===== config.mk =====
export PLATFORM = sky130hd
export DESIGN_NAME = tam_modifier
export DESIGN_NICKNAME = d
export VERILOG_FILES = /design/src/tam_pkg.sv /design/src/tam_modifier.sv
export SDC_FILE = /design/constraint.sdc
export NUM_CORES = 1
export LEC_CHECK = 0
export ABC_CLOCK_PERIOD_IN_PS = 6050
export BUFFER_PORTS_ARGS = -buffer_cell sky130_fd_sc_hd__buf_4
export CAP_MARGIN = 30
export CORE_MARGIN = 2
export CORE_UTILIZATION = 50
export DETAILED_ROUTE_END_ITERATION = 7
export PLACE_DENSITY = 0.73
export SYNTH_ARGS = -nofsm -noshare
export SYNTH_HDL_FRONTEND = slang
export SYNTH_SLANG_ARGS = --single-unit

===== constraint.sdc =====
create_clock -name clk_sys -period 6.05 [get_ports clk_sys]
set_input_delay 0.3025 -clock clk_sys [delete_from_list [all_inputs] [get_ports clk_sys]]
set_output_delay 0.3025 -clock clk_sys [all_outputs]
set_load 0.005 [all_outputs]

===== src/tam_pkg.sv =====
// Package with constants and carrier types of the transaction attribute modifier.
package tam_pkg;

   // ************************************************************
   // Field widths and positions
   // ************************************************************
   localparam int unsigned TAM_ADDR_W = 32;
   localparam int unsigned TAM_ID_W = 4;
   localparam int unsigned TAM_BEAT_W = 12;
   localparam int unsigned TAM_PIECE_W = 6;
   localparam int unsigned TAM_PAGE_BITS = 12;
   localparam int unsigned TAM_CACHE_BUF = 0;
   localparam int unsigned TAM_CACHE_MOD = 1;
   localparam int unsigned TAM_CACHE_RA = 2;
   localparam int unsigned TAM_CACHE_WA = 3;

   // ************************************************************
   // Sizes, limits and encodings
   // ************************************************************
   localparam logic [2:0] TAM_DN_SIZE = 3'h2;
   localparam logic [TAM_BEAT_W-1:0] TAM_MAX_PIECE = 12'h010;
   localparam logic [TAM_BEAT_W-1:0] TAM_PIECE_ROUND = 12'h00f;
   localparam int unsigned TAM_PIECE_SHIFT = 4;
   localparam logic [1:0] TAM_BURST_FIXED = 2'h0;
   localparam logic [1:0] TAM_BURST_INCR = 2'h1;
   localparam logic [1:0] TAM_BURST_WRAP = 2'h2;
   localparam logic [1:0] TAM_RESP_OKAY = 2'h0;

   // ************************************************************
   // Reset values
   // ************************************************************
   localparam logic [TAM_ADDR_W-1:0] TAM_ADDR_RST = 32'h0000_0000;
   localparam logic [TAM_BEAT_W-1:0] TAM_BEAT_RST = 12'h000;
   localparam logic [TAM_PIECE_W-1:0] TAM_PIECE_RST = 6'h00;

   typedef enum logic [1:0] {
      TAM_ST_IDLE = 2'b00,
      TAM_ST_ISSUE = 2'b01,
      TAM_ST_WAIT = 2'b10
   } tam_state_e;

   typedef struct packed {
      logic write;
      logic [TAM_ID_W-1:0] id;
      logic [TAM_ADDR_W-1:0] addr;
      logic [3:0] region;
      logic [7:0] len;
      logic [2:0] size;
      logic [1:0] burst;
      logic lock;
      logic [3:0] cache;
      logic [2:0] prot;
      logic [3:0] qos;
   } tam_req_s;

   typedef struct packed {
      logic lookup;
      logic other_alloc;
      logic own_alloc;
   } tam_hint_s;

   typedef struct packed {
      logic write;
      logic last;
      logic [1:0] resp;
   } tam_rsp_s;

endpackage


===== src/tam_modifier.sv =====
// Transaction attribute modifier: resizes, splits and re-attributes address requests.
`timescale 1ns/1ps

// Behaviour
// Cache attribute bit 1 high marks modifiable, low marks non-modifiable.
// Non-modifiable requests are never split or merged, except long bursts.
// Non-modifiable address, size, length, burst, lock and protection pass unchanged.
// Non-modifiable cache attribute may only lose its bufferable bit.
// Identifier and quality-of-service value may be rewritten on any request.
// Non-modifiable bursts above 16 beats split into pieces with adjusted addresses.
// Narrowing below requested beat size alters the request and pulses a flag.
// Modifiable requests may be split, merged or over-fetched.
// Wider modifiable writes rely on byte strobes to guard untouched bytes.
// Pieces of a modifiable request may take new address, size, length, burst.
// Lock and protection pass unchanged on every generated piece.
// Modifiable cache attribute is never altered, so visibility never drops.
// No generated piece leaves the 4KByte page of the original request.
// A single-copy-atomic beat is never split unless narrowing forces it.
// Same-identifier non-modifiable requests to one slave keep issue order.
// With unknown slave boundaries, same-identifier order is kept on the path.
// Ordering holds across bufferable and non-bufferable requests alike.
// Responses merged here are returned in the required order.
// Requesters needing read-write order wait for the earlier response first.
// Cache lookup is required when upper two attribute bits are nonzero.
// On reads the write-allocate bit means possibly cached by others.
// On writes the read-allocate bit means possibly cached by others.
module tam_modifier (
   input wire logic clk_sys,
   input wire logic sys_rst,
   input wire logic up_valid,
   output logic up_ready,
   input wire tam_pkg::tam_req_s up_req,
   output logic dn_valid,
   input wire logic dn_ready,
   output tam_pkg::tam_req_s dn_req,
   output tam_pkg::tam_hint_s dn_hint,
   input wire logic rsp_valid,
   output logic rsp_ready,
   input wire tam_pkg::tam_rsp_s rsp_in,
   output logic up_rsp_valid,
   input wire logic up_rsp_ready,
   output tam_pkg::tam_rsp_s up_rsp,
   input wire logic cfg_clear_buf,
   input wire logic cfg_qos_en,
   input wire logic [3:0] cfg_qos,
   output logic alter_pulse
);
   import tam_pkg::*;

   // ************************************************************
   // State
   // ************************************************************
   typedef struct packed {
      tam_state_e st;
      tam_req_s cur;
      tam_hint_s hint;
      logic [TAM_BEAT_W-1:0] left;
      logic [TAM_PIECE_W-1:0] rsp_left;
      logic [1:0] worst;
      logic ofull;
      tam_rsp_s orsp;
      logic alter;
   } tam_core_s;

   tam_core_s core_q;
   tam_core_s core_d;

   // ************************************************************
   // Helpers
   // ************************************************************
   function automatic logic [2:0] tam_out_size(input logic [2:0] sz);
      tam_out_size = (sz > TAM_DN_SIZE) ? TAM_DN_SIZE : sz;
   endfunction

   // Total beats at the narrowed size; each wide beat becomes 2^(in-out) narrow beats.
   function automatic logic [TAM_BEAT_W-1:0] tam_total(input logic [7:0] len,
                                                       input logic [2:0] sz);
      logic [TAM_BEAT_W-1:0] beats;
      logic [2:0] sh;
      beats = {4'h0, len} + 12'h001;
      sh = sz - tam_out_size(sz);
      tam_total = beats << sh;
   endfunction

   // Only incrementing bursts are cut; other kinds go out as one piece.
   function automatic logic [TAM_BEAT_W-1:0] tam_piece(input logic [TAM_BEAT_W-1:0] left,
                                                       input logic [1:0] burst);
      if (burst == TAM_BURST_INCR && left > TAM_MAX_PIECE) begin
         tam_piece = TAM_MAX_PIECE;
      end else begin
         tam_piece = left;
      end
   endfunction

   function automatic logic [TAM_PIECE_W-1:0] tam_pieces(input logic [TAM_BEAT_W-1:0] total,
                                                         input logic [1:0] burst);
      logic [TAM_BEAT_W-1:0] p;
      p = (total + TAM_PIECE_ROUND) >> TAM_PIECE_SHIFT;
      if (burst == TAM_BURST_INCR) begin
         tam_pieces = p[TAM_PIECE_W-1:0];
      end else begin
         tam_pieces = 6'h01;
      end
   endfunction

   // Next piece starts on a beat boundary; only the in-page bits move, so the
   // upper address bits of the original request are kept.
   function automatic logic [TAM_ADDR_W-1:0] tam_next_addr(input logic [TAM_ADDR_W-1:0] a,
                                                           input logic [2:0] sz,
                                                           input logic [TAM_BEAT_W-1:0] n);
      logic [TAM_PAGE_BITS-1:0] lo;
      lo = a[TAM_PAGE_BITS-1:0] >> sz;
      lo = lo + n;
      lo = lo << sz;
      tam_next_addr = {a[TAM_ADDR_W-1:TAM_PAGE_BITS], lo};
   endfunction

   function automatic logic [1:0] tam_max_resp(input logic [1:0] a, input logic [1:0] b);
      tam_max_resp = (a > b) ? a : b;
   endfunction

   // ************************************************************
   // Request attribute policy
   // ************************************************************
   tam_req_s first_req;
   tam_hint_s first_hint;
   logic [TAM_BEAT_W-1:0] first_total;
   logic [TAM_BEAT_W-1:0] first_piece;
   logic up_mod;
   logic narrowed;

   always_comb begin
      up_mod = up_req.cache[TAM_CACHE_MOD];
      narrowed = (tam_out_size(up_req.size) != up_req.size);
      first_total = tam_total(up_req.len, up_req.size);
      first_req = up_req;
      if (narrowed) begin
         // Narrowing keeps the address, so the first narrow beat still lands on
         // the requested byte; later pieces restart beat aligned.
         first_req.size = tam_out_size(up_req.size);
         first_req.burst = TAM_BURST_INCR;
      end
      first_piece = tam_piece(first_total, first_req.burst);
      first_req.len = 8'(first_piece - 12'h001);
      if (!up_mod && cfg_clear_buf) begin
         first_req.cache[TAM_CACHE_BUF] = 1'b0;
      end
      // Modifiable attributes are left alone: rewriting them cheaply risks
      // hiding a write or skipping a lookup, and must agree per address range.
      first_req.cache[TAM_CACHE_WA:TAM_CACHE_MOD] = up_req.cache[TAM_CACHE_WA:TAM_CACHE_MOD];
      if (cfg_qos_en) begin
         first_req.qos = cfg_qos;
      end
      first_hint.lookup = |up_req.cache[TAM_CACHE_WA:TAM_CACHE_RA];
      if (up_req.write) begin
         first_hint.other_alloc = up_req.cache[TAM_CACHE_RA];
         first_hint.own_alloc = up_req.cache[TAM_CACHE_WA];
      end else begin
         first_hint.other_alloc = up_req.cache[TAM_CACHE_WA];
         first_hint.own_alloc = up_req.cache[TAM_CACHE_RA];
      end
   end

   // ************************************************************
   // Response merge
   // ************************************************************
   logic rsp_take;
   logic rsp_final;
   logic rsp_fwd;
   logic [TAM_BEAT_W-1:0] cur_piece;
   logic [TAM_BEAT_W-1:0] rest;

   always_comb begin
      rsp_ready = (core_q.st != TAM_ST_IDLE) && (!core_q.ofull || up_rsp_ready);
      rsp_take = rsp_valid && rsp_ready;
      // Every piece returns one write answer or one read last beat.
      rsp_final = (core_q.rsp_left == 6'h01) && (rsp_in.write || rsp_in.last);
      // Write answers of early pieces are absorbed; one merged answer goes up.
      rsp_fwd = !rsp_in.write || rsp_final;
      cur_piece = {4'h0, core_q.cur.len} + 12'h001;
      rest = core_q.left - cur_piece;
   end

   // ************************************************************
   // Sequencer
   // ************************************************************
   always_comb begin
      core_d = core_q;
      core_d.alter = 1'b0;
      if (core_q.ofull && up_rsp_ready) begin
         core_d.ofull = 1'b0;
      end
      case (core_q.st)
         TAM_ST_IDLE: begin
            // One request at a time; the next is taken only after every
            // answer of the last has come back. This costs throughput but
            // keeps same-identifier order for any slave map.
            if (up_valid) begin
               core_d.st = TAM_ST_ISSUE;
               core_d.cur = first_req;
               core_d.hint = first_hint;
               core_d.left = first_total;
               core_d.rsp_left = tam_pieces(first_total, first_req.burst);
               core_d.worst = TAM_RESP_OKAY;
               core_d.alter = narrowed;
            end
         end
         TAM_ST_ISSUE: begin
            if (dn_ready) begin
               core_d.left = rest;
               if (rest == TAM_BEAT_RST) begin
                  core_d.st = TAM_ST_WAIT;
               end else begin
                  // Only length and start address differ between pieces.
                  core_d.cur.addr = tam_next_addr(core_q.cur.addr, core_q.cur.size,
                                                  cur_piece);
                  core_d.cur.len = 8'(tam_piece(rest, core_q.cur.burst) - 12'h001);
               end
            end
         end
         TAM_ST_WAIT: begin
            core_d.st = TAM_ST_WAIT;
         end
         default: begin
            core_d.st = TAM_ST_IDLE;
         end
      endcase
      if (rsp_take) begin
         if (rsp_in.write) begin
            core_d.worst = tam_max_resp(core_q.worst, rsp_in.resp);
         end
         if (rsp_in.write || rsp_in.last) begin
            core_d.rsp_left = core_q.rsp_left - 6'h01;
         end
         if (rsp_fwd) begin
            core_d.ofull = 1'b1;
            core_d.orsp.write = rsp_in.write;
            core_d.orsp.last = rsp_final || rsp_in.write;
            core_d.orsp.resp = rsp_in.write ? tam_max_resp(core_q.worst, rsp_in.resp)
                                            : rsp_in.resp;
         end
         if (rsp_final) begin
            core_d.st = TAM_ST_IDLE;
            core_d.worst = TAM_RESP_OKAY;
         end
      end
   end

   always_ff @(posedge clk_sys) begin
      if (sys_rst) begin
         core_q.st <= TAM_ST_IDLE;
         core_q.cur <= '0;
         core_q.hint <= '0;
         core_q.left <= TAM_BEAT_RST;
         core_q.rsp_left <= TAM_PIECE_RST;
         core_q.worst <= TAM_RESP_OKAY;
         core_q.ofull <= 1'b0;
         core_q.orsp <= '0;
         core_q.alter <= 1'b0;
      end else begin
         core_q <= core_d;
      end
   end

   // ************************************************************
   // Outputs
   // ************************************************************
   // Modifiable writes are never widened here, so byte strobes pass untouched.
   assign up_ready = (core_q.st == TAM_ST_IDLE);
   assign dn_valid = (core_q.st == TAM_ST_ISSUE);
   assign dn_req = core_q.cur;
   assign dn_hint = core_q.hint;
   assign up_rsp_valid = core_q.ofull;
   assign up_rsp = core_q.orsp;
   assign alter_pulse = core_q.alter;

endmodule


==> results.md <==
* Largest family of logic cells by synthesized area: compound AO/OA/AOI/OAI gates
* DR pass1 iterations at 5
* Quantity of hold-fixing buffers added after cts at 0
* DRT antenna net count at 0
* Worst VDD drop at 171 µV
* Standard cell core area at 15800 µm²
* Synthesized area per cell at 7.64 µm²
* Count of max-cap constraint violations at 0
* Final Max Slew Viols at 0
* Final WL at 22.3 mm
* Post-CTS clock slew at the launch and capture registers of the worst setup and hold paths at 70 ps
* Startpoint types: flop
* Number of stages on the worst hold path at 3
* RSZ-0062 raised after global routing: false
* I/O pin cnt at 160
* Global-route wire length before repair at 34.6 mm
* Pwr dens at 259 nW/µm²
* Floorplan die width at 131 µm
* Headroom to the max-slew limit at 34.4%
* Type of the worst setup path: flop to flop
* Worst-case reg-to-reg path depth at 17
* Ranking of synthesized cells by instance count: nand2_1, nor2_1, dfxtp_1, a21oi_1, buf_4
* Layout cells sized above 1 at 21.1%
* Total setup buffers inserted after CTS at 0
* Detailed Route Iter0 Violations at 657
* Number of diodes added for antenna fixing at 0
* Share of synthesized area occupied by flip-flops and latches at 24.1%
* Number of global-route vias before repair at 6881
* Global-route usage over all layers at 25.0%
* Slew of the pin with the lowest slew margin at 981 ps
* Post-Synthesis Cells at 1057
* Net Count, Synth at 1156
* Power share of the combinational group at 41.1%
* Share of synthesized area spent on multiplexers at 6.85%
* Final setup fails at 0
* Period utilisation layout at 77.4%
* Share of flip-flops with an asynchronous set or reset after synthesis at 0%
* Cell type with the highest aggregate area in the netlist: dfxtp_1
* Number of antenna violations at the first check in global routing at 0
* Xor-xnor portion of the synthesized cell area at 6.87%
* Result of the run: completed
* Switching power of the nets at 0.883 mW
* Total number of placement rows at 46
* Crit end category: flop
* Number of flip-flops and latches in the synthesized netlist at 97
* Overall die height at 131 µm
* Max Fanout on Critical Path at 8
* Sequential Power Share at 32.1%
* Switching part of the total at 37.3%
* Number of gates resized after cts at 0
* Number of levels in the clock H-tree at 3
* Clock skew at 8.02 ps
* Clk Latency, worst-skew pair at 350 ps
* Final estimated routing congestion in global placement at 0.896
* DIE AREA at 17200 µm²
* Post-route worst hold slack at 195 ps
* DP Area at 8810 µm²
* Post-synthesis compound-gate area fraction at 25.8%
* Cell-internal power at 1.48 mW
* Share of total power in the clock network at 26.8%
* Synth Area in Adders at 3.47%
* Path class of the lowest-slack min-delay path: input pin to flop
* CTS tree: yes
* Total clock sinks at 97
* Largest net degree at the start of global routing at 62
* Nets@finish at 1200
* Most instantiated library cell after synthesis: nand2_1
* Prevailing post-synth register cell: dfxtp_1
* Top-area cell type share of the netlist area at 24.1%
* Fmax at 214 MHz
* Total clock buffers created by CTS at 9
* Count of synthesis-stage warnings from yosys at 0
* Detail-routed net length per standard cell at 16.9 µm
* Post-route DRC at 0
* Post-synthesis share of cell area spent on and, or, nand and nor gates at 21.1%
* Data arrival time of the critical path at 4900 ps
* Cells taking the most area after synthesis: dfxtp_1, buf_4, nand2_1
* Data required, critical path at 6270 ps
* CTS root buf: clkbuf_16
* Initial core utilization at 51.0%
* Final-layout setup total negative slack at 0 ps
* DR vias/cell at 5.86
* Congestion Overflow GR at 0
* Final hold violation count at 0
* Post-synthesis instance area at 8070 µm²
* Crit path time final at 4680 ps
* Port-buffer cells at 159
* Post-synth EDFFs at 0
* Layout overhead on the synthesized area at 13.1%
* Netlist cell types at 92
* Clock tree buffer depth at 2
* DP HPWL at 16.5 mm
* Leakage power of the design at 3.65 nW
* Area of all placed cells without fillers at 9130 µm²
* Via count at 7741
## stage by stage
step,worst slack (ps),utilization [%],power [mW],instances
6_report,1370,57.7,2.37,1322
2_1_floorplan,1680,-,1.50,1057
3_5_place_dp,1410,55.6,1.73,1306
4_1_cts,1390,57.7,2.37,1322
5_1_grt,882,57.7,2.50,1322
3_3_place_gp,1590,55.5,1.72,1305
## worst max-delay path, cell delays in order, from the launching register on
cell	delay, ps
dfxtp_1	460
ha_1	460
nand3_2	170
xor2_2	360
a22oi_2	180
a2111oi_1	660
or3_1	330
mux2i_1	240
nand4_2	240
a31oi_2	280
or2_1	160
ha_1	200
and3_1	180
nor2b_1	170
xnor2_1	140
nor3_1	60
a211oi_1	210
a211oi_1	70
## placed cells by master (no fill, tap or decap), types with 8 or more instances in the layout
| cell | netlist | final |
|---|---|---|
| mux2i_1 | 31 | 31 |
| nand2b_1 | 16 | 16 |
| nor2_1 | 107 | 107 |
| xor2_1 | 14 | 14 |
| o21a_1 | 9 | 9 |
| a21oi_1 | 85 | 85 |
| inv_1 | 35 | 35 |
| nand2_1 | 132 | 132 |
| a211oi_1 | 35 | 35 |
| a31oi_1 | 8 | 8 |
| dfxtp_1 | 97 | 97 |
| clkbuf_16 | 0 | 9 |
| a311oi_1 | 9 | 9 |
| xnor2_1 | 38 | 38 |
| ha_1 | 15 | 15 |
| nor3_1 | 32 | 32 |
| o21ai_0 | 40 | 40 |
| and3_1 | 9 | 9 |
| nor2b_1 | 9 | 9 |
| nand3_1 | 21 | 21 |
| buf_4 | 77 | 167 |
## cells by family (layout without fill, tap and decap cells)
group | after synthesis | in the layout
xor+xnor | 57 | 57
mux | 46 | 46
simple gates | 371 | 371
flops | 97 | 97
buf+inv | 172 | 221
fa+ha+maj | 22 | 22
compound gates | 292 | 292
## path summary, 6_finish.rpt
check | from | to | slack (ps)
setup / recovery | dn_req[17] | dn_req[23] | 1370
hold / removal | up_req[63] | dn_req[63] | 200
setup reg to reg | dn_req[17] | dn_req[23] | 1370
hold reg to reg | dn_req[9] | dn_req[9] | 450
## state kept, by name (all words and copies together) (netlist names)
signal and count:
core_q 22, dn_hint 3, alter_pulse 1, dn_req 66
up_rsp_valid 1, up_rsp 4
## per-layer routing
metal,GRT usage (%),wire length (µm)
met5,0,0
met4,7.70,513
met3,3.73,1250
met2,43.1,11100
met1,32.4,9460
## power groups by stage
stage | sequential (mW) | clock [mW] | combinational (mW)
2_1_floorplan | 0.744 | 0 | 0.759
3_3_place_gp | 0.771 | 0 | 0.946
3_5_place_dp | 0.773 | 0 | 0.957
4_1_cts | 0.758 | 0.644 | 0.963
6_report | 0.759 | 0.634 | 0.974
5_1_grt | 0.766 | 0.664 | 1.07
## area by class of cell
class / instances / area, µm²
Clock buffer: 9 / 225
Clock inverter: 7 / 98.8
Fill cell: 1497 / 6700
Inverter: 37 / 139
Multi-Input combinational cell: 788 / 5170
Sequential cell: 97 / 1940
Tap cell: 216 / 270
Timing Repair Buffer: 168 / 1280
Note: power is estimated with default switching activity, not from simulation.
